File: src/hdl/screen_ram_pkg.sv
package screen_ram_pkg;
  // engine timing; I_CLK stands in for the single crystal source
  localparam int         CLK_PERIOD_NS   = 10;
  localparam int         CRYSTAL_X1000   = 45692;
  localparam int         LINE_TIME_NS    = 63131;
  localparam int         FRAME_TIME_US   = 16666;
  localparam int         PIXELS_PER_LINE = 960;
  localparam logic [3:0] LAST_STEP       = 4'hB;
  localparam logic [3:0] LOAD_STEP       = 4'h2;
  localparam logic [3:0] READ_END_STEP   = 4'h5;
  localparam logic [6:0] LAST_WORD       = 7'h4F;
  localparam logic [6:0] DISP_WORDS      = 7'h40;
  localparam logic [6:0] VSYNC_ROWS      = 7'h04;
  localparam logic [8:0] FRAME_LINES     = 9'h108;
  localparam logic [8:0] DISPLAY_LINES   = 9'h0F4;

  // register byte offsets
  localparam logic [5:0] OFS_X      = 6'h00;
  localparam logic [5:0] OFS_Y      = 6'h04;
  localparam logic [5:0] OFS_PAT    = 6'h08;
  localparam logic [5:0] OFS_MULT   = 6'h0C;
  localparam logic [5:0] OFS_WRITE_OPTIONS_REG   = 6'h10;
  localparam logic [5:0] OFS_EXEC   = 6'h14;
  localparam logic [5:0] OFS_VTOTAL = 6'h18;
  localparam logic [5:0] OFS_VADJ   = 6'h1C;
  localparam logic [5:0] OFS_VDISP  = 6'h20;
  localparam logic [5:0] OFS_VSYNC  = 6'h24;
  localparam logic [5:0] OFS_ILACE  = 6'h28;

  // reset values
  localparam logic [7:0] RST_PAT    = 8'hFF;
  localparam logic [3:0] RST_MULT   = 4'hF;
  localparam logic [7:0] RST_WRITE_OPTIONS_REG   = 8'h00;
  localparam logic [6:0] RST_VTOTAL = 7'h41;
  localparam logic [4:0] RST_VADJ   = 5'h00;
  localparam logic [6:0] RST_VDISP  = 7'h3D;
  localparam logic [6:0] RST_VSYNC  = 7'h3E;
  localparam logic [1:0] RST_ILACE  = 2'h0;

  // field positions
  localparam int WRITE_OPTIONS_REG_NEG_BIT  = 0;
  localparam int WRITE_OPTIONS_REG_FUNC_LSB = 1;
  localparam int WRITE_OPTIONS_REG_ATTR_EN  = 3;
  localparam int WRITE_OPTIONS_REG_ATTR_LSB = 4;
  localparam int ATTR_LSB      = 12;

  typedef enum logic [1:0] {FN_OVERLAY, FN_REPLACE, FN_COMPLEMENT, FN_ERASE} write_func_t;

  typedef struct packed {
    logic [6:0]  addr;
    logic        ras;
    logic        cas;
    logic        we;
    logic [15:0] wdata;
  } ram_cmd_t;

  typedef struct packed {
    logic [6:0] row;
    logic [6:0] col;
    logic [1:0] bank;
    logic [1:0] bit_sel;
  } modify_target_t;
endpackage

File: src/hdl/screen_ram_refresh_modify.sv
// Implementation choices: the placing of the registers and the Avalon-MM interface to the registers.
`timescale 1ns/1ps
`default_nettype none

// Functional notes
// - frame is 264 lines, 244 displayed
// - vertical counted in four-line rows, 66 rows
// - rows 0-60 shown, one porch, four sync
// - frame repeats at 60 Hz, 16.666 ms
// - all timing from the one clock
// - modify and refresh interleave on memory
// - modify reads word, changes one bit, writes
// - sequential refresh words shift out bitwise
// - select high picks xy, low refresh
// - modify row Y1,(X9-X2)/3; column Y8-Y2
// - refresh row RA0,MA5-0; column MA11-6,RA1
// - translator never yields bank three
// - X9-X2 mod 3 picks bank; X1,X0 pick bit
// - multiplier sets uses per pattern shift
// - new bit from pattern and option function
// - options 2:1 pick function, bit0 negates
// - select toggles every three of twelve steps
// - enabled attribute bits written on modify
module screen_ram_refresh_modify #(
  parameter int P_LINE_CYCLES = screen_ram_pkg::LINE_TIME_NS / screen_ram_pkg::CLK_PERIOD_NS
) (
  input  wire logic                     I_CLK,
  input  wire logic                     I_RESET,
  input  wire logic [5:0]               I_AVS_ADDRESS,
  input  wire logic                     I_AVS_READ,
  input  wire logic                     I_AVS_WRITE,
  input  wire logic [31:0]              I_AVS_WRITEDATA,
  input  wire logic [3:0]               I_AVS_BYTEENABLE,
  output logic      [31:0]              O_AVS_READDATA,
  output logic                          O_AVS_WAITREQUEST,
  input  wire logic [15:0]              I_RAM_RDATA,
  output screen_ram_pkg::ram_cmd_t      O_RAM,
  output logic                          O_MODIFY_REFRESH_SELECT,
  output logic                          O_VIDEO,
  output logic                          O_BLANK,
  output logic                          O_VSYNC
);

  typedef enum logic [1:0] {ST_IDLE, ST_PEND, ST_READ, ST_WRITE} mod_state_t;

  localparam logic [12:0] LINE_CYC = 13'(P_LINE_CYCLES);
  localparam logic [12:0] PIX_INC  = 13'(screen_ram_pkg::PIXELS_PER_LINE);

  // step position and phase inside the twelve-step sequence
  function automatic logic [1:0] phase_of(input logic [3:0] s);
    phase_of = 2'(s / 4'h3);
  endfunction

  function automatic logic [1:0] pos_of(input logic [3:0] s);
    pos_of = 2'(s % 4'h3);
  endfunction

  // pixel-group index to word and bank; remainder of three keeps bank below 3
  function automatic logic [7:0] translate(input logic [7:0] g);
    translate = {6'(g / 8'h03), 2'(g % 8'h03)};
  endfunction

  function automatic logic [15:0] merge16(input logic [15:0] old, input logic [15:0] wd,
                                          input logic [1:0] be);
    merge16 = {be[1] ? wd[15:8] : old[15:8], be[0] ? wd[7:0] : old[7:0]};
  endfunction

  function automatic logic [3:0] neg4(input logic [3:0] m);
    neg4 = 4'(~m + 4'h1);
  endfunction

  function automatic logic new_bit(input logic a, input logic p, input logic [7:0] w);
    logic pn;
    pn = p ^ w[screen_ram_pkg::WRITE_OPTIONS_REG_NEG_BIT];
    case (screen_ram_pkg::write_func_t'(w[screen_ram_pkg::WRITE_OPTIONS_REG_FUNC_LSB +: 2]))
      screen_ram_pkg::FN_OVERLAY:    new_bit = a | pn;
      screen_ram_pkg::FN_REPLACE:    new_bit = pn;
      screen_ram_pkg::FN_COMPLEMENT: new_bit = a ^ pn;
      default:                       new_bit = w[screen_ram_pkg::WRITE_OPTIONS_REG_NEG_BIT];
    endcase
  endfunction

  function automatic logic [15:0] modify_word(input logic [15:0] rd, input logic [3:0] idx,
                                              input logic p, input logic [7:0] w);
    logic [15:0] m;
    m = rd;
    m[idx] = new_bit(rd[idx], p, w);
    if (w[screen_ram_pkg::WRITE_OPTIONS_REG_ATTR_EN]) begin
      m[screen_ram_pkg::ATTR_LSB +: 4] = w[screen_ram_pkg::WRITE_OPTIONS_REG_ATTR_LSB +: 4];
    end
    modify_word = m;
  endfunction

  logic [12:0]                    acc_q;
  logic [3:0]                     step_q;
  logic [6:0]                     word_q;
  logic [8:0]                     line_q;
  logic [9:0]                     x_q;
  logic [8:0]                     y_q;
  logic [7:0]                     pat_q;
  logic [3:0]                     mult_q;
  logic [3:0]                     count_q;
  logic [7:0]                     write_options_reg_q;
  logic [6:0]                     vtotal_q;
  logic [4:0]                     vadj_q;
  logic [6:0]                     vdisp_q;
  logic [6:0]                     vsync_q;
  logic [1:0]                     ilace_q;
  logic [15:0]                    rd_s1_q;
  logic [15:0]                    rd_s2_q;
  logic [11:0]                    shift_q;
  logic                           wait_q;
  logic [31:0]                    rdata_q;
  logic [31:0]                    rdata_w;
  mod_state_t                     state_q;
  mod_state_t                     state_d;
  screen_ram_pkg::modify_target_t tgt_q;
  screen_ram_pkg::ram_cmd_t       ram_q;

  // pixel tick: 960 ticks spread evenly over one line period of the system clock
  wire [13:0] acc_sum  = {1'b0, acc_q} + {1'b0, PIX_INC};
  wire        tick     = acc_sum >= {1'b0, LINE_CYC};
  wire [12:0] acc_d    = tick ? 13'(acc_sum - {1'b0, LINE_CYC}) : acc_sum[12:0];

  // twelve-step sequence; odd phases belong to modify, even to refresh
  wire [3:0]  step_d   = !tick ? step_q :
                         (step_q == screen_ram_pkg::LAST_STEP) ? 4'h0 : 4'(step_q + 4'h1);
  wire [1:0]  ph_d     = phase_of(step_d);
  wire [1:0]  pos_d    = pos_of(step_d);
  wire        sel_d    = ph_d[0];
  wire        word_end = tick && (step_q == screen_ram_pkg::LAST_STEP);
  wire        load     = tick && (step_q == screen_ram_pkg::LOAD_STEP);

  // raster position: words per line, scan lines per frame
  wire        line_end  = word_end && (word_q == screen_ram_pkg::LAST_WORD);
  wire [6:0]  word_d    = !word_end ? word_q :
                          (word_q == screen_ram_pkg::LAST_WORD) ? 7'h00 : 7'(word_q + 7'h01);
  wire [8:0]  last_line = 9'({vtotal_q, 2'b00} + 9'h003 + 9'(vadj_q));
  wire [8:0]  line_d    = !line_end ? line_q :
                          (line_q == last_line) ? 9'h000 : 9'(line_q + 9'h001);
  wire [6:0]  row       = line_q[8:2];
  wire        disp_row  = row < vdisp_q;
  wire        sync_row  = (row >= vsync_q) &&
                          (row < 7'(vsync_q + screen_ram_pkg::VSYNC_ROWS));

  // refresh address built from the next word and scan line
  wire [6:0]  ref_row_d = {line_d[0], word_d[5:0]};
  wire [6:0]  ref_col_d = {line_d[7:2], line_d[1]};
  wire [6:0]  mod_addr  = (pos_d == 2'h0) ? tgt_q.row : tgt_q.col;
  wire [6:0]  ref_addr  = (pos_d == 2'h0) ? ref_row_d : ref_col_d;

  // modify target from the xy registers through the bank translator
  wire [7:0]  tba       = translate(x_q[9:2]);
  wire [3:0]  idx       = {tgt_q.bank, tgt_q.bit_sel};
  wire        capture   = tick && (step_q == screen_ram_pkg::READ_END_STEP) && (state_q == ST_READ);
  wire        wr_done   = word_end && (state_q == ST_WRITE);

  // bus decode; an execute while busy is held off by waitrequest
  wire        req       = I_AVS_READ || I_AVS_WRITE;
  wire        a_exec    = I_AVS_ADDRESS == screen_ram_pkg::OFS_EXEC;
  wire        stall     = I_AVS_WRITE && a_exec && (state_q != ST_IDLE);
  wire        ack       = req && wait_q && !stall;
  wire        wr_fire   = I_AVS_WRITE && !wait_q;
  wire        exec_fire = wr_fire && a_exec;
  wire [15:0] wd16      = I_AVS_WRITEDATA[15:0];
  wire [1:0]  be2       = I_AVS_BYTEENABLE[1:0];
  wire [3:0]  mult_new  = 4'(merge16(16'(mult_q), wd16, be2));

  // memory command for the next step; outputs hold between ticks, except the modify address when an execute retargets it
  wire screen_ram_pkg::ram_cmd_t ram_d = '{
    addr:  sel_d ? mod_addr : ref_addr,
    ras:   pos_d == 2'h0,
    cas:   pos_d == 2'h1,
    we:    sel_d && (ph_d == 2'h3) && (state_d == ST_WRITE),
    wdata: capture ? modify_word(rd_s2_q, idx, pat_q[0], write_options_reg_q) : ram_q.wdata
  };

  // register readback; unmapped offsets read as zero
  always_comb begin
    rdata_w = 32'h0000_0000;
    case (I_AVS_ADDRESS)
      screen_ram_pkg::OFS_X:      rdata_w = 32'(x_q);
      screen_ram_pkg::OFS_Y:      rdata_w = 32'(y_q);
      screen_ram_pkg::OFS_PAT:    rdata_w = 32'(pat_q);
      screen_ram_pkg::OFS_MULT:   rdata_w = 32'(mult_q);
      screen_ram_pkg::OFS_WRITE_OPTIONS_REG:   rdata_w = 32'(write_options_reg_q);
      screen_ram_pkg::OFS_EXEC:   rdata_w = 32'({O_VSYNC, O_BLANK, state_q != ST_IDLE});
      screen_ram_pkg::OFS_VTOTAL: rdata_w = 32'(vtotal_q);
      screen_ram_pkg::OFS_VADJ:   rdata_w = 32'(vadj_q);
      screen_ram_pkg::OFS_VDISP:  rdata_w = 32'(vdisp_q);
      screen_ram_pkg::OFS_VSYNC:  rdata_w = 32'(vsync_q);
      screen_ram_pkg::OFS_ILACE:  rdata_w = 32'(ilace_q);
      default:                    rdata_w = 32'h0000_0000;
    endcase
  end

  // modify sequencer: waits for phase B, reads, writes back in phase D
  always_comb begin
    state_d = state_q;
    case (state_q)
      ST_IDLE:  if (exec_fire) state_d = ST_PEND;
      ST_PEND:  if (load) state_d = ST_READ;
      ST_READ:  if (capture) state_d = ST_WRITE;
      ST_WRITE: if (wr_done) state_d = ST_IDLE;
      default:  state_d = ST_IDLE;
    endcase
  end

  // bus handshake: one wait cycle, effect at the edge waitrequest is low
  always_ff @(posedge I_CLK) begin
    if (I_RESET) begin
      wait_q  <= 1'b1;
      rdata_q <= 32'h0000_0000;
    end else begin
      wait_q  <= !ack;
      rdata_q <= ack ? rdata_w : rdata_q;
    end
  end

  // software-loaded setup; vertical values reset to the standard frame
  always_ff @(posedge I_CLK) begin
    if (I_RESET) begin
      x_q      <= 10'h000;
      y_q      <= 9'h000;
      mult_q   <= screen_ram_pkg::RST_MULT;
      write_options_reg_q   <= screen_ram_pkg::RST_WRITE_OPTIONS_REG;
      vtotal_q <= screen_ram_pkg::RST_VTOTAL;
      vadj_q   <= screen_ram_pkg::RST_VADJ;
      vdisp_q  <= screen_ram_pkg::RST_VDISP;
      vsync_q  <= screen_ram_pkg::RST_VSYNC;
      ilace_q  <= screen_ram_pkg::RST_ILACE; // only non-interlaced scan is produced
    end else if (wr_fire) begin
      case (I_AVS_ADDRESS)
        screen_ram_pkg::OFS_X:      x_q      <= 10'(merge16(16'(x_q), wd16, be2));
        screen_ram_pkg::OFS_Y:      y_q      <= 9'(merge16(16'(y_q), wd16, be2));
        screen_ram_pkg::OFS_MULT:   mult_q   <= mult_new;
        screen_ram_pkg::OFS_WRITE_OPTIONS_REG:   write_options_reg_q   <= 8'(merge16(16'(write_options_reg_q), wd16, be2));
        screen_ram_pkg::OFS_VTOTAL: vtotal_q <= 7'(merge16(16'(vtotal_q), wd16, be2));
        screen_ram_pkg::OFS_VADJ:   vadj_q   <= 5'(merge16(16'(vadj_q), wd16, be2));
        screen_ram_pkg::OFS_VDISP:  vdisp_q  <= 7'(merge16(16'(vdisp_q), wd16, be2));
        screen_ram_pkg::OFS_VSYNC:  vsync_q  <= 7'(merge16(16'(vsync_q), wd16, be2));
        screen_ram_pkg::OFS_ILACE:  ilace_q  <= 2'(merge16(16'(ilace_q), wd16, be2));
        default: ;
      endcase
    end
  end

  // pattern and its use counter; a software load overrides an advance
  always_ff @(posedge I_CLK) begin
    if (I_RESET) begin
      pat_q   <= screen_ram_pkg::RST_PAT;
      count_q <= neg4(screen_ram_pkg::RST_MULT);
    end else if (wr_fire && (I_AVS_ADDRESS == screen_ram_pkg::OFS_PAT)) begin
      pat_q   <= 8'(merge16(16'(pat_q), wd16, be2));
      count_q <= neg4(mult_q);
    end else if (wr_fire && (I_AVS_ADDRESS == screen_ram_pkg::OFS_MULT)) begin
      count_q <= neg4(mult_new);
    end else if (wr_done && (count_q == 4'h1)) begin
      pat_q   <= {pat_q[0], pat_q[7:1]};
      count_q <= neg4(mult_q);
    end else if (wr_done) begin
      count_q <= 4'(count_q - 4'h1);
    end
  end

  // timing chain and modify target
  always_ff @(posedge I_CLK) begin
    if (I_RESET) begin
      acc_q   <= 13'h0000;
      step_q  <= 4'h0;
      word_q  <= 7'h00;
      line_q  <= 9'h000;
      state_q <= ST_IDLE;
      tgt_q   <= '0;
    end else begin
      acc_q   <= acc_d;
      step_q  <= step_d;
      word_q  <= word_d;
      line_q  <= line_d;
      state_q <= state_d;
      if (exec_fire) begin
        tgt_q <= '{row: {y_q[1], tba[7:2]}, col: y_q[8:2],
                   bank: tba[1:0], bit_sel: x_q[1:0]};
      end
    end
  end

  // read data crosses in from the pins through two flops
  always_ff @(posedge I_CLK) begin
    if (I_RESET) begin
      rd_s1_q <= 16'h0000;
      rd_s2_q <= 16'h0000;
    end else begin
      rd_s1_q <= I_RAM_RDATA;
      rd_s2_q <= rd_s1_q;
    end
  end

  // pixel shifter: the reload tick is also the tick the last bit leaves
  always_ff @(posedge I_CLK) begin
    if (I_RESET) begin
      shift_q <= 12'h000;
      O_VIDEO <= 1'b0;
      O_BLANK <= 1'b1;
      O_VSYNC <= 1'b0;
    end else if (load) begin
      shift_q <= {1'b0, rd_s2_q[11:1]};
      O_VIDEO <= rd_s2_q[0] && disp_row && (word_q < screen_ram_pkg::DISP_WORDS);
      O_BLANK <= !disp_row || (word_q >= screen_ram_pkg::DISP_WORDS);
      O_VSYNC <= sync_row;
    end else if (tick) begin
      shift_q <= {1'b0, shift_q[11:1]};
      O_VIDEO <= shift_q[0] && !O_BLANK;
    end
  end

  // memory command and select leave straight from flops
  always_ff @(posedge I_CLK) begin
    if (I_RESET) begin
      ram_q                   <= '0;
      O_MODIFY_REFRESH_SELECT <= 1'b0;
    end else begin
      ram_q                   <= ram_d;
      O_MODIFY_REFRESH_SELECT <= sel_d;
    end
  end

  assign O_RAM             = ram_q;
  assign O_AVS_READDATA    = rdata_q;
  assign O_AVS_WAITREQUEST = wait_q;
endmodule

`default_nettype wire

File: config.mk
export PLATFORM = sky130hd
export DESIGN_NAME = screen_ram_refresh_modify
export DESIGN_NICKNAME = d
export VERILOG_FILES = /design/src/hdl/screen_ram_pkg.sv /design/src/hdl/screen_ram_refresh_modify.sv
export SDC_FILE = /design/constraint.sdc
export NUM_CORES = 1
export LEC_CHECK = 0
export BUFFER_PORTS_ARGS = -buffer_cell sky130_fd_sc_hd__buf_2
export CAP_MARGIN = 0
export CORE_AREA = 10 10 182 184
export DETAILED_ROUTE_END_ITERATION = 16
export DIE_AREA = 0 0 192 194
export SLEW_MARGIN = 20
export SYNTH_ARGS = -nofsm -noshare
export SYNTH_HDL_FRONTEND = slang
export SYNTH_SLANG_ARGS = --single-unit
File: constraint.sdc
create_clock -name I_CLK -period 5.34 [get_ports I_CLK]
set_clock_uncertainty 0.05 [all_clocks]
set_input_delay 1.068 -clock I_CLK [delete_from_list [all_inputs] [get_ports I_CLK]]
set_output_delay 1.068 -clock I_CLK [all_outputs]
set_load 0.01 [all_outputs]
### Word level (Yosys, flattened, before mapping)

Cells that the tools add are included.

* register bits after elaboration: 230
* bits in latches: 0
* RAM bits: 0
* memory bits (read-only): 0
* input port bits: 62
* output and inout bits: 63
* logic and storage cells: 177
* memories: 0

* add/subtract/negate cells: 11
* multipliers: 0
* div/mod/pow operators: 4
* magnitude comparators: 8
* equality and inequality tests: 26
* shift-type cells: 0
* muxes and demuxes: 36
* bitwise gates (word level): 5
* reduce and logical (&&, ||, !) cells: 49

Operators by type and width (count)
* 10-bit one-hot mux with 11 select lines: 1
* 8-bit 2-to-1 mux: 5
* 3-bit AND reduction: 11
* 4-bit 2-to-1 mux: 8
* 7-bit 2-to-1 mux: 4
* 6-bit by 5-bit == test with 1-bit output, second input constant: 4
* 1-bit logical AND: 22
* 11-bit 2-to-1 mux: 2
* 6-bit == test, second input constant: 3
* 16-bit bitwise mux: 1
* 13-bit by 10-bit adder with 14-bit output, second input constant: 1
* 14-bit by 13-bit greater-or-equal comparator with 1-bit output, second input constant: 1
* 7-bit < comparator: 2
* 13-bit 2-to-1 mux: 1
* 13-bit subtractor, second input constant: 1
* 4-bit by 1-bit adder with 4-bit output, second input constant: 3
* 6-bit by 4-bit == test with 1-bit output, second input constant: 2
* 2-bit == test, second input constant: 5
* 9-bit by 1-bit adder with 9-bit output, second input constant: 1
* 9-bit by 2-bit adder with 9-bit output, second input constant: 1
* 9-bit by 5-bit adder with 9-bit output: 1
* 9-bit == test: 1
* 9-bit 2-to-1 mux: 1
* 8-bit by 2-bit divider with 8-bit output, second input constant: 1
* other kinds (36): 56

### Logic depth before layout (Yosys ltp)

Gate-level depths: netlist of run 1.

* word-level depth: 8
* gate-level depth with buffers: 24
* depth with buffers taken out: 22

### Worst setup path after synthesis of run 1

OpenSTA, ideal clock, no wires.

* kind: register to register
* start point: reg acc_q[0]
* end point: reg ram_q (netlist bit O_RAM[22])
* arrival: 4.425 ns
* data required time: 5.163 ns
* path slack: 0.738 ns
* cell stages (with the launch flop): 20
* path buffers: 4
* period minus slack after synthesis: 4.602 ns
* cells stage by stage: dfxtp_1 > inv_1 > ha_1 > nor4b_1 > o311a_1 > a311oi_4 > or2_1 > buf_6 > buf_4 > clkbuf_1 > clkbuf_1 > a32oi_1 > ha_1 > or2_1 > nand2_1 > ha_1 > nor2_2 > mux2_2 > a21oi_1 > a31oi_1

* longest elaborated chain between the ends: 7
* elaborated cells between the ends (all ways): 13
* classes of those cells: add/sub: 1; div: 2; order compare: 1; mux: 6; reduce/logical: 3

Ends and longest elaborated chain
* start, declared: line screen_ram_refresh_modify.sv:94 `logic [12:0] acc_q;`
* start signal, assigned: line screen_ram_refresh_modify.sv:269 `acc_q <= 13'h0000;`
* start signal, assigned: line screen_ram_refresh_modify.sv:276 `acc_q <= acc_d;`
* 13-bit by 10-bit adder with 14-bit output *: line screen_ram_refresh_modify.sv:121 `wire [13:0] acc_sum = {1'b0, acc_q} + {1'b0, PIX_INC};`
* 14-bit by 13-bit greater-or-equal comparator with 1-bit output *: line screen_ram_refresh_modify.sv:122 `wire tick = acc_sum >= {1'b0, LINE_CYC};`
* 4-bit 2-to-1 mux or 1-bit logical AND (tied branches): line screen_ram_refresh_modify.sv:126, screen_ram_refresh_modify.sv:131
* 4-bit by 2-bit remainder unit with 4-bit output or 1-bit logical AND (tied branches): line screen_ram_refresh_modify.sv:55, screen_ram_refresh_modify.sv:135
* 2-bit logical NOT or 8-bit 2-to-1 mux (tied branches): line screen_ram_refresh_modify.sv:149, screen_ram_refresh_modify.sv:150, screen_ram_refresh_modify.sv:139
* 7-bit 2-to-1 mux (on tied branches): line screen_ram_refresh_modify.sv:150, screen_ram_refresh_modify.sv:149
* 7-bit 2-to-1 mux *: line screen_ram_refresh_modify.sv:171 `addr: sel_d ? mod_addr : ref_addr,`
* end signal, assigned: line screen_ram_refresh_modify.sv:323 `ram_q <= ram_d;`
* end, declared: line screen_ram_refresh_modify.sv:118 `screen_ram_pkg::ram_cmd_t ram_q;`

Every way passes the cells marked *; elsewhere a longest branch is shown, timed or not.
A chain may end at the register's enable or synchronous reset.

### Worst setup path in the final report of run 1

* start point: reg acc_q[6]
* end point: reg ram_q (netlist bit O_RAM[18])

* longest elaborated chain between the ends: 5

Ends and longest elaborated chain
* 13-bit by 10-bit adder with 14-bit output: line screen_ram_refresh_modify.sv:121
* 14-bit by 13-bit greater-or-equal comparator with 1-bit output: line screen_ram_refresh_modify.sv:122
* 4-bit 2-to-1 mux: line screen_ram_refresh_modify.sv:126 `wire [3:0] step_d = !tick ? step_q :`
* 4-bit by 2-bit remainder unit with 4-bit output: line screen_ram_refresh_modify.sv:55 `pos_of = 2'(s % 4'h3);`
* 2-bit logical NOT: line screen_ram_refresh_modify.sv:172 `ras: pos_d == 2'h0,`

No other way between the ends.

==> summary.txt, run 1 <==
Floorplanning
  – Io pins: 125
  – Die ar.: 37,250 um^2
  – Site row count: 63
  – Initial core utilization: 0.3858
  – Die extent in x: 192 um
  – CORE AREA: 29,400 um^2
  – Die H: 194 um

Cells and area
  – Fill cells: 2,975
  – Non-filler cells, final: 1,815
  – Fin area: 12,760 um^2
  – Diodes inserted: 0
  – Area Overhead vs Synth: 12.49%
  – Nets: 1,516
  – Fin util: 0.4340
  – Layout cells sized above 1: 0.1200

Setup path
  – Start point of the critical path: acc_q[6]
  – Worst path slowest cell: dfxtp_1
  – Arr. time, crit path: 5.30 ns
  – WP data required: 5.66 ns
  – FF-to-FF setup slack: 0.36 ns
  – Crit-path max FO: 12
  – Worst setup EP type: register
  – Setup crit end: O_RAM[18]
  – Max incr delay on CP: 0.47 ns
  – R2R Path Start: acc_q[6]
  – CP startpoint kind: register
  – R2R Path End: O_RAM[18]
  – Critical-path cell list: inv_1 -> ha_1 -> or2_1 -> o31ai_1 -> a311oi_4 -> or2_1 -> nand3_1 -> nand3_4 -> ha_1 -> inv_1 -> ha_1 -> or2_1 -> nand2_1 -> ha_1 -> nor2b_1 -> a21boi_0 -> o21ai_1 -> nand3b_2 -> buf_4 -> mux2i_1 -> nor2_1
  – Most used cell, CP: ha_1
  – R2R depth: 21
  – CP Class: register to register

Drt
  – Total wire length: 31,370 um
  – Via count: 9,751
  – Routed len/inst: 17.28 um
  – Post-DRT Antenna Nets: 0
  – DR vias/cell: 5.372
  – Drt drc: 0
  – DRT Pass-1 Iters: 5
  – Detailed Route Iter0 Violations: 753

Synthesis
  – Yosys cell types: 84
  – Seq cells post-synth: 208
  – Cell count after synthesis: 1,369
  – Synth Flop Type: dfxtp_1
  – Syn_area_per_cell: 8.286 um^2
  – Synth warn: 0
  – Post-synth ARST share: 0
  – Sequential share of the synthesized area: 0.3671
  – Post-synth EDFFs: 0
  – Synth Cell Area: 11,340 um^2

STA
  – Crit share post-route: 0.9328
  – Slew Viols, Final: 0
  – Setup-failing EPs final: 0
  – Hold Fails Final Rpt: 0
  – RSZ-0062 raised after global routing: false
  – Slew @ Worst Pin: 1.057 ns
  – Setup ws final: 0.3590 ns
  – Hold WS: 0.3881 ns
  – Slew HR: 0.2900
  – Final min period: 4.981 ns
  – TNS Setup: 0 ns
  – Max Freq: 200.8 MHz

Global route
  – Grt met1 use: 0.2196
  – Vias in the first global route: 9,254
  – Grt peak-use layer: met2
  – Met2 Usage GRT: 0.2656
  – Largest net degree at the start of global routing: 108
  – GRT Overall Usage: 0.1627
  – Initial antenna violation count: 0
  – First-pass GRT wire length: 50,380 um
  – Total gr overflow: 0
  – M3 GR Usage: 0.02410

CTS
  – Clk pin slew, worst setup/hold paths: 0.06 ns
  – Root Buffer: clkbuf_16
  – CTS resizes: 0
  – Clk_lat worst skew: 0.52 ns
  – CTS H-tree depth: 1
  – Clk buf depth: 3
  – CTS tree: yes
  – Post-CTS Setup Repair Bufs: 0
  – Num CTS Buffers: 23
  – Hold Buf Count CTS: 0
  – CTS sink count: 208

Placed design
  – Worst slack, placed: 0.4316 ns
  – DP HPWL: 22,550 um
  – Placed Cells: 1,775
  – PortBufs: 78
  – Placed Instance Area: 11,970 um^2
  – Routability cong.: 0.9069

Pwr
  – Leakage: 5.157 nW
  – Peak supply drop: 0.0001622 V
  – Power Total: 3.952 mW
  – Power per cell area: 309.7 nW/um^2

Outcome
  – Status: finished clean

Job
  – Max cap viols: 0

Min path
  – Hold Crit Class: register to register
## power breakdown
part           leakage (nW)  switching (mW)  internal (mW)  total [mW]
clock network         0.395           0.657           1.01        1.67
registers              1.69          0.0715           1.62        1.70
logic                  3.07           0.347          0.238       0.584
## synthesized netlist by cell type (5+ instances only)
library cell,number,area [um^2]
a211oi_1,11,82.58
a21o_1,18,135.1
a21oi_1,90,450.4
a221oi_1,8,70.07
a22oi_1,10,75.07
a311oi_1,16,140.1
a31oi_1,14,87.58
and2_1,10,62.56
and3_1,10,62.56
buf_1,7,26.28
buf_2,5,25.02
buf_4,24,180.2
clkbuf_1,67,251.5
dfxtp_1,208,4164
ha_1,44,550.5
inv_1,45,168.9
mux2_2,11,123.9
mux2i_1,76,760.7
mux4_2,6,135.1
nand2_1,165,619.3
nand2b_1,16,100.1
nand3_1,43,215.2
nand4_1,7,43.79
nor2_1,145,544.3
nor2b_1,51,319.1
nor3_1,56,280.3
nor3b_1,5,37.54
nor4_1,8,50.05
o211ai_1,6,45.04
o21ai_0,43,215.2
o22ai_1,7,43.79
o31ai_1,7,52.55
or3_1,10,62.56
xnor2_1,27,236.5
xor2_1,16,140.1
## kinds of logic after synthesis
| logic type | synth area share |
|---|---|
| AND/OR/NAND/NOR | 0.2380 |
| AO/OA/AOI/OAI | 0.1636 |
| flip-flops | 0.3671 |
| buffers and inverters | 0.05846 |
| multiplexers | 0.08990 |
| adder cells (fa/ha/maj) | 0.04942 |
| XOR/XNOR | 0.03320 |
| other | 0.0003306 |
## sequential cells by signal (all words and copies together) (netlist names), 8 cells and up
name                 flops
O_RAM                   26
rd_s1_q                 16
rd_s2_q                 16
tgt_q                   14
acc_q                   13
shift_q                 11
O_AVS_READDATA          10
x_q                     10
line_q                   9
y_q                      9
pat_q                    8
write_options_reg_q      8
## cells in the final DEF, fill, tap and decap left out, types with 14 or more instances in the layout
cell and instances:
inv_1 45, nand2b_1 16, o21ai_0 43, a21oi_1 90, clkbuf_16 23, ha_1 44
nand3_1 43, nor3_1 56, nand2_1 165, a21o_1 18, buf_2 77, dfxtp_1 208
buf_4 21, xor2_1 16, nor2_1 145, xnor2_1 27, a31oi_1 14, mux2i_1 76
nor2b_1 51, conb_1 22, a311oi_1 16
## worst max-delay path: cells and delay by family (launching register included)
family / cells / cell delay (ns)
AO/OA/AOI/OAI: 4 / 0.98
multiplexers: 1 / 0.22
adder cells (fa/ha/maj): 4 / 0.93
flip-flops: 1 / 0.47
AND/OR/NAND/NOR: 9 / 1.74
buffers and inverters: 3 / 0.41
## worst min path at each step
stage	from	to	depth (start not counted)
2_1_floorplan	rd_s1_q[0]	rd_s2_q[0]	1
3_3_place_gp	rd_s1_q[8]	rd_s2_q[8]	1
3_5_place_dp	rd_s1_q[0]	rd_s2_q[0]	1
4_1_cts	rd_s1_q[9]	rd_s2_q[9]	1
5_1_grt	rd_s1_q[1]	rd_s2_q[1]	1
6_report	rd_s1_q[9]	rd_s2_q[9]	1
## area by class of cell
class / count / area [um^2] / area share
repair buffers: 99 / 554.3 / 0.04344
inverters: 45 / 168.9 / 0.01324
clock buffers: 31 / 665.6 / 0.05217
flip-flops and latches: 208 / 4164 / 0.3263
well taps: 390 / 488.0 / 0.03824
multi-input cells: 1033 / 6595 / 0.5169
clock inverters: 9 / 123.9 / 0.009708
## per-layer routing
metal	wire length, um	up-vias
met4	514	0
met3	1777	39
met1	14200	4604
met2	14870	256
met5	0	-
li1	-	4852
Power figures use the tool's default switching activity.
==> inputs of run 2 (changes only) <==
--- a/config.mk
+++ b/config.mk
@@ -10,6 +10,7 @@
 export CORE_AREA = 10 10 182 184
 export DETAILED_ROUTE_END_ITERATION = 16
 export DIE_AREA = 0 0 192 194
+export RECOVER_POWER = 25
 export SLEW_MARGIN = 20
 export SYNTH_ARGS = -nofsm -noshare
 export SYNTH_HDL_FRONTEND = slang
==> summary.txt, run 2 (same netlist as run 1, synthesis figures left out) <==
Floorplanning
  – Die ar.: 37,250 um^2
  – Die extent in x: 192 um
  – CORE AREA: 29,400 um^2
  – Die H: 194 um
  – Site row count: 63
  – Io pins: 125
  – Initial core utilization: 0.3858

Drt
  – Drt drc: 0
  – DRT Pass-1 Iters: 5
  – Routed len/inst: 17.27 um
  – DR vias/cell: 5.374
  – Total wire length: 31,350 um
  – Post-DRT Antenna Nets: 0
  – Detailed Route Iter0 Violations: 702
  – Via count: 9,754

STA
  – RSZ-0062 raised after global routing: false
  – Final min period: 4.988 ns
  – Max Freq: 200.5 MHz
  – Setup ws final: 0.3519 ns
  – Crit share post-route: 0.9341
  – Slew Viols, Final: 79
  – TNS Setup: 0 ns
  – Setup-failing EPs final: 0
  – Hold Fails Final Rpt: 0
  – Slew @ Worst Pin: 1.509 ns
  – Slew HR: -0.006168

Cells and area
  – Fill cells: 2,988
  – Nets: 1,516
  – Multi-input gate area: 6595 um^2
  – Layout cells sized above 1: 0.08912
  – Non-filler cells, final: 1,815
  – Diodes inserted: 0
  – Leading cell types in the layout, fill and taps excluded: dfxtp_1, nand2_1, nor2_1
  – Area Overhead vs Synth: 11.96%
  – Fin area: 12,700 um^2
  – Number of flip-flops in the largest register: 26
  – Commonest non-fill, non-tap cell in the layout: dfxtp_1
  – FF/Latch Area: 4164 um^2

Setup path
  – CP startpoint kind: register
  – Worst setup EP type: register
  – Start point of the critical path: acc_q[6]
  – CP Class: register to register
  – WP data required: 5.66 ns
  – Arr. time, crit path: 5.31 ns
  – Crit-path max FO: 12
  – R2R Path Start: acc_q[6]

CTS
  – Clk_lat worst skew: 0.52 ns
  – Post-CTS Setup Repair Bufs: 0
  – Clk buf depth: 3
  – Num CTS Buffers: 23
  – CTS resizes: 0
  – Clk pin slew, worst setup/hold paths: 0.06 ns
  – Root Buffer: clkbuf_16
  – CTS tree: yes
  – CTS H-tree depth: 1
  – CTS sink count: 208
  – Hold Buf Count CTS: 0

Min path
  – Hold wc startpoint: rd_s1_q[9]
  – Hold Crit Class: register to register

Outcome
  – Failing checks: max-capacitance violations, max-slew violations
  – Status: finished, violations left

Placed design
  – Worst slack, placed: 0.4316 ns
  – Routability cong.: 0.9069
  – DP HPWL: 22,550 um
  – PortBufs: 78
  – Placed Instance Area: 11,970 um^2
  – Placed Cells: 1,775

Pwr
  – Power Total: 3.946 mW
  – Flop pwr share: 0.430
  – Internal power: 2.872 mW
  – Power per cell area: 310.8 nW/um^2
  – Leakage: 4.977 nW
  – Clock share of power: 0.423
  – Switching Fraction: 0.2721
  – Logic gate share of total power: 0.147
  – Peak supply drop: 0.0001627 V
  – Psw: 1.074 mW

Global route
  – Vias in the first global route: 9,254
  – Total gr overflow: 0
  – GRT Overall Usage: 0.1627
  – Largest net degree at the start of global routing: 108
  – Initial antenna violation count: 0
  – First-pass GRT wire length: 50,380 um

Job
  – Max cap viols: 1
## run 2: power groups by stage
stage                     Combinational [mW]  Sequential, mW  Clock, mW
after floorplan                        0.462            1.71          0
after global placement                 0.574            1.73          0
after detailed placement               0.584            1.73          0
after CTS                              0.587            1.69       1.71
after global routing                   0.651            1.71       1.77
final                                  0.580            1.70       1.67
## run 2: final cells by class
type / count / area share
inverters: 45 / 0.01330
flip-flops and latches: 208 / 0.3279
clock buffers: 31 / 0.05241
multi-input cells: 1033 / 0.5193
well taps: 390 / 0.03842
repair buffers: 99 / 0.03892
clock inverters: 9 / 0.009754
## run 2: worst paths after layout
check | endpoint | cells after the start | slack, ns
worst min-delay path | rd_s2_q[9] | 1 | 0.39
worst min register to register | rd_s2_q[9] | 1 | 0.39
worst max-delay path | O_RAM[18] | 21 | 0.35
worst max register to register | O_RAM[18] | 21 | 0.35
## run 2: critical path, stage by stage (launching register included)
cell,delay [ns]
dfxtp_1,0.46
inv_1,0.13
ha_1,0.27
or2_1,0.24
o31ai_1,0.40
a311oi_4,0.26
or2_1,0.37
nand3_1,0.18
nand3_4,0.13
ha_1,0.20
inv_1,0.05
ha_1,0.25
or2_1,0.26
nand2_1,0.08
ha_1,0.21
nor2b_1,0.23
a21boi_0,0.23
o21ai_1,0.10
nand3b_2,0.19
buf_4,0.23
mux2i_1,0.22
nor2_1,0.06
## run 2: per-layer routing
metal / up-vias / track usage / routed length (um)
met4: 0 / 0.03977 / 546
met2: 233 / 0.2656 / 14710
met3: 42 / 0.02410 / 1684
met1: 4624 / 0.2196 / 14400
met5: - / 0 / 0
li1: 4855 / - / -
## run 2: stage by stage
step,hold WS (ns),utilization
finish,0.3882,0.4319
global route,0.4096,0.4319
CTS,0.3937,0.4340
detailed placement,0.3769,0.4071
global placement,0.3808,0.4071
floorplan,0.3638,-
==> inputs of run 3 (changes only) <==
--- a/config.mk
+++ b/config.mk
@@ -7,9 +7,12 @@
 export LEC_CHECK = 0
 export BUFFER_PORTS_ARGS = -buffer_cell sky130_fd_sc_hd__buf_2
 export CAP_MARGIN = 0
+export CELL_PAD_IN_SITES_DETAIL_PLACEMENT = 1
+export CELL_PAD_IN_SITES_GLOBAL_PLACEMENT = 1
 export CORE_AREA = 10 10 182 184
 export DETAILED_ROUTE_END_ITERATION = 16
 export DIE_AREA = 0 0 192 194
+export PLACE_DENSITY_LB_ADDON = 0.1
 export RECOVER_POWER = 25
 export SLEW_MARGIN = 20
 export SYNTH_ARGS = -nofsm -noshare
==> summary.txt, run 3 (same netlist as run 1, synthesis figures left out) <==
Setup path
  – CP startpoint kind: register
  – Arr. time, crit path: 5.16 ns
  – WP data required: 5.72 ns
  – Worst setup EP type: register
  – Crit-path max FO: 17
  – FF-to-FF setup slack: 0.56 ns
  – R2R Path Start: acc_q[6]
  – CP Class: register to register
  – R2R depth: 22
  – R2R Path End: O_RAM[17]

STA
  – Slew HR: -1.178
  – Setup-failing EPs final: 0
  – Slew Viols, Final: 78
  – RSZ-0062 raised after global routing: false
  – Final min period: 4.780 ns
  – Slew @ Worst Pin: 3.267 ns
  – Hold Fails Final Rpt: 0
  – Max Freq: 209.2 MHz
  – Crit share post-route: 0.8952
  – TNS Setup: 0 ns

Job
  – Max cap viols: 1

Drt
  – Via count: 9,882
  – Total wire length: 35,360 um
  – DR vias/cell: 5.430
  – Drt drc: 0
  – Post-DRT Antenna Nets: 0
  – Routed len/inst: 19.43 um
  – Detailed Route Iter0 Violations: 592
  – DRT Pass-1 Iters: 4

Floorplanning
  – Die ar.: 37,250 um^2
  – Die extent in x: 192 um
  – Initial core utilization: 0.3858
  – Die H: 194 um
  – Io pins: 125
  – Site row count: 63
  – CORE AREA: 29,400 um^2

Cells and area
  – Nets: 1,521
  – Fin area: 12,780 um^2
  – Number of flip-flops in the largest register: 26
  – Layout cells sized above 1: 0.1028
  – Leading cell types in the layout, fill and taps excluded: dfxtp_1, nand2_1, nor2_1
  – Diodes inserted: 0
  – Area Overhead vs Synth: 12.67%
  – Commonest non-fill, non-tap cell in the layout: dfxtp_1
  – Fill cells: 3,516

Outcome
  – Status: finished, violations left
  – Failing checks: max-capacitance violations, max-slew violations

Min path
  – Hold Crit Class: register to register
  – Hold path depth: 1
  – Hold wc startpoint: rd_s1_q[6]
  – Hold Crit Endpoint: rd_s2_q[6]

CTS
  – CTS resizes: 0
  – Hold Buf Count CTS: 0
  – Root Buffer: clkbuf_16
  – Clk pin slew, worst setup/hold paths: 0.06 ns
  – CTS sink count: 208
  – CTS tree: yes
  – Clk buf depth: 3
  – Num CTS Buffers: 25
  – CTS H-tree depth: 1
  – Clk_lat worst skew: 0.53 ns
  – Post-CTS Setup Repair Bufs: 0

Pwr
  – Leakage: 5.045 nW
  – Power per cell area: 314.6 nW/um^2
  – Peak supply drop: 0.0002194 V

Placed design
  – PortBufs: 78
  – DP HPWL: 25,500 um
  – Routability cong.: 0.8090
  – Placed Instance Area: 12,000 um^2

Global route
  – Vias in the first global route: 10,090
  – Largest net degree at the start of global routing: 78
  – Total gr overflow: 0
  – Initial antenna violation count: 0
  – First-pass GRT wire length: 57,030 um
  – GRT Overall Usage: 0.1858
[run 3: final cells by class]
| type | instances | area (um^2) | share of cell area |
|---|---|---|---|
| multi-input combinational | 1033 | 6616 | 0.5177 |
| sequential | 208 | 4164 | 0.3258 |
| clock inverter | 11 | 136.4 | 0.01067 |
| timing repair buffer | 102 | 529.3 | 0.04141 |
| inverter | 45 | 168.9 | 0.01322 |
| tap | 390 | 488.0 | 0.03818 |
| clock buffer | 31 | 678.2 | 0.05306 |
[run 3: how the worst max path moves through the flow]
stage | cells after the start | startpoint | slack [ns] | endpoint
finish | 22 | acc_q[6] | 0.56 | O_RAM[17]
global route | 22 | acc_q[6] | 0.06 | O_RAM[17]
CTS | 22 | acc_q[6] | 0.30 | O_RAM[17]
detailed placement | 22 | acc_q[6] | 0.33 | O_RAM[17]
global placement | 22 | acc_q[6] | 0.48 | O_RAM[17]
floorplan | 19 | acc_q[0] | 0.74 | O_RAM[22]
[run 3: power by group]
part	leakage [nW]	internal, mW	switching [mW]
logic	2.95	0.239	0.358
registers	1.69	1.63	0.0767
clock network	0.404	1.04	0.684
total	5.05	2.90	1.12
[run 3: critical path, cell delays in order (launching register included)]
cell and delay (ns):
dfxtp_1 0.38, inv_1 0.14, ha_1 0.25, or3b_1 0.44, a221oi_4 0.34, a311oi_4 0.06
buf_4 0.19, or2_1 0.31, nand3_1 0.19, nand3_4 0.13, ha_1 0.20, inv_1 0.05
ha_1 0.25, or2_4 0.20, nand2_1 0.06, ha_1 0.19, nor2b_1 0.24, a21boi_0 0.22
o21ai_1 0.12, nand3b_4 0.22, buf_4 0.17, nand4_1 0.09, a21oi_1 0.16
[run 3: routing by layer]
| metal | vias up | share of wire | global-route usage | routed length (um) |
|---|---|---|---|---|
| met5 | - | 0 | 0 | 0 |
| met1 | 4812 | 0.49 | 0.2604 | 17350 |
| met3 | 46 | 0.037 | 0.02284 | 1310 |
| li1 | 4862 | - | - | - |
| met4 | 0 | 0.020 | 0.04378 | 692 |
| met2 | 162 | 0.45 | 0.2955 | 16010 |
[run 3: per-stage QoR]
step / instances / utilization / power [mW] / hold WS, ns / setup slack, ns
finish: 1820 / 0.4347 / 4.020 / 0.3801 / 0.5596
global route: 1820 / 0.4347 / 4.226 / 0.4088 / 0.05828
CTS: 1820 / 0.4358 / 4.073 / 0.3879 / 0.3004
detailed placement: 1778 / 0.4081 / 2.330 / 0.3747 / 0.3264
global placement: 1778 / 0.4081 / 2.319 / 0.3763 / 0.4809
floorplan: 1390 / - / 2.176 / 0.3638 / 0.7383
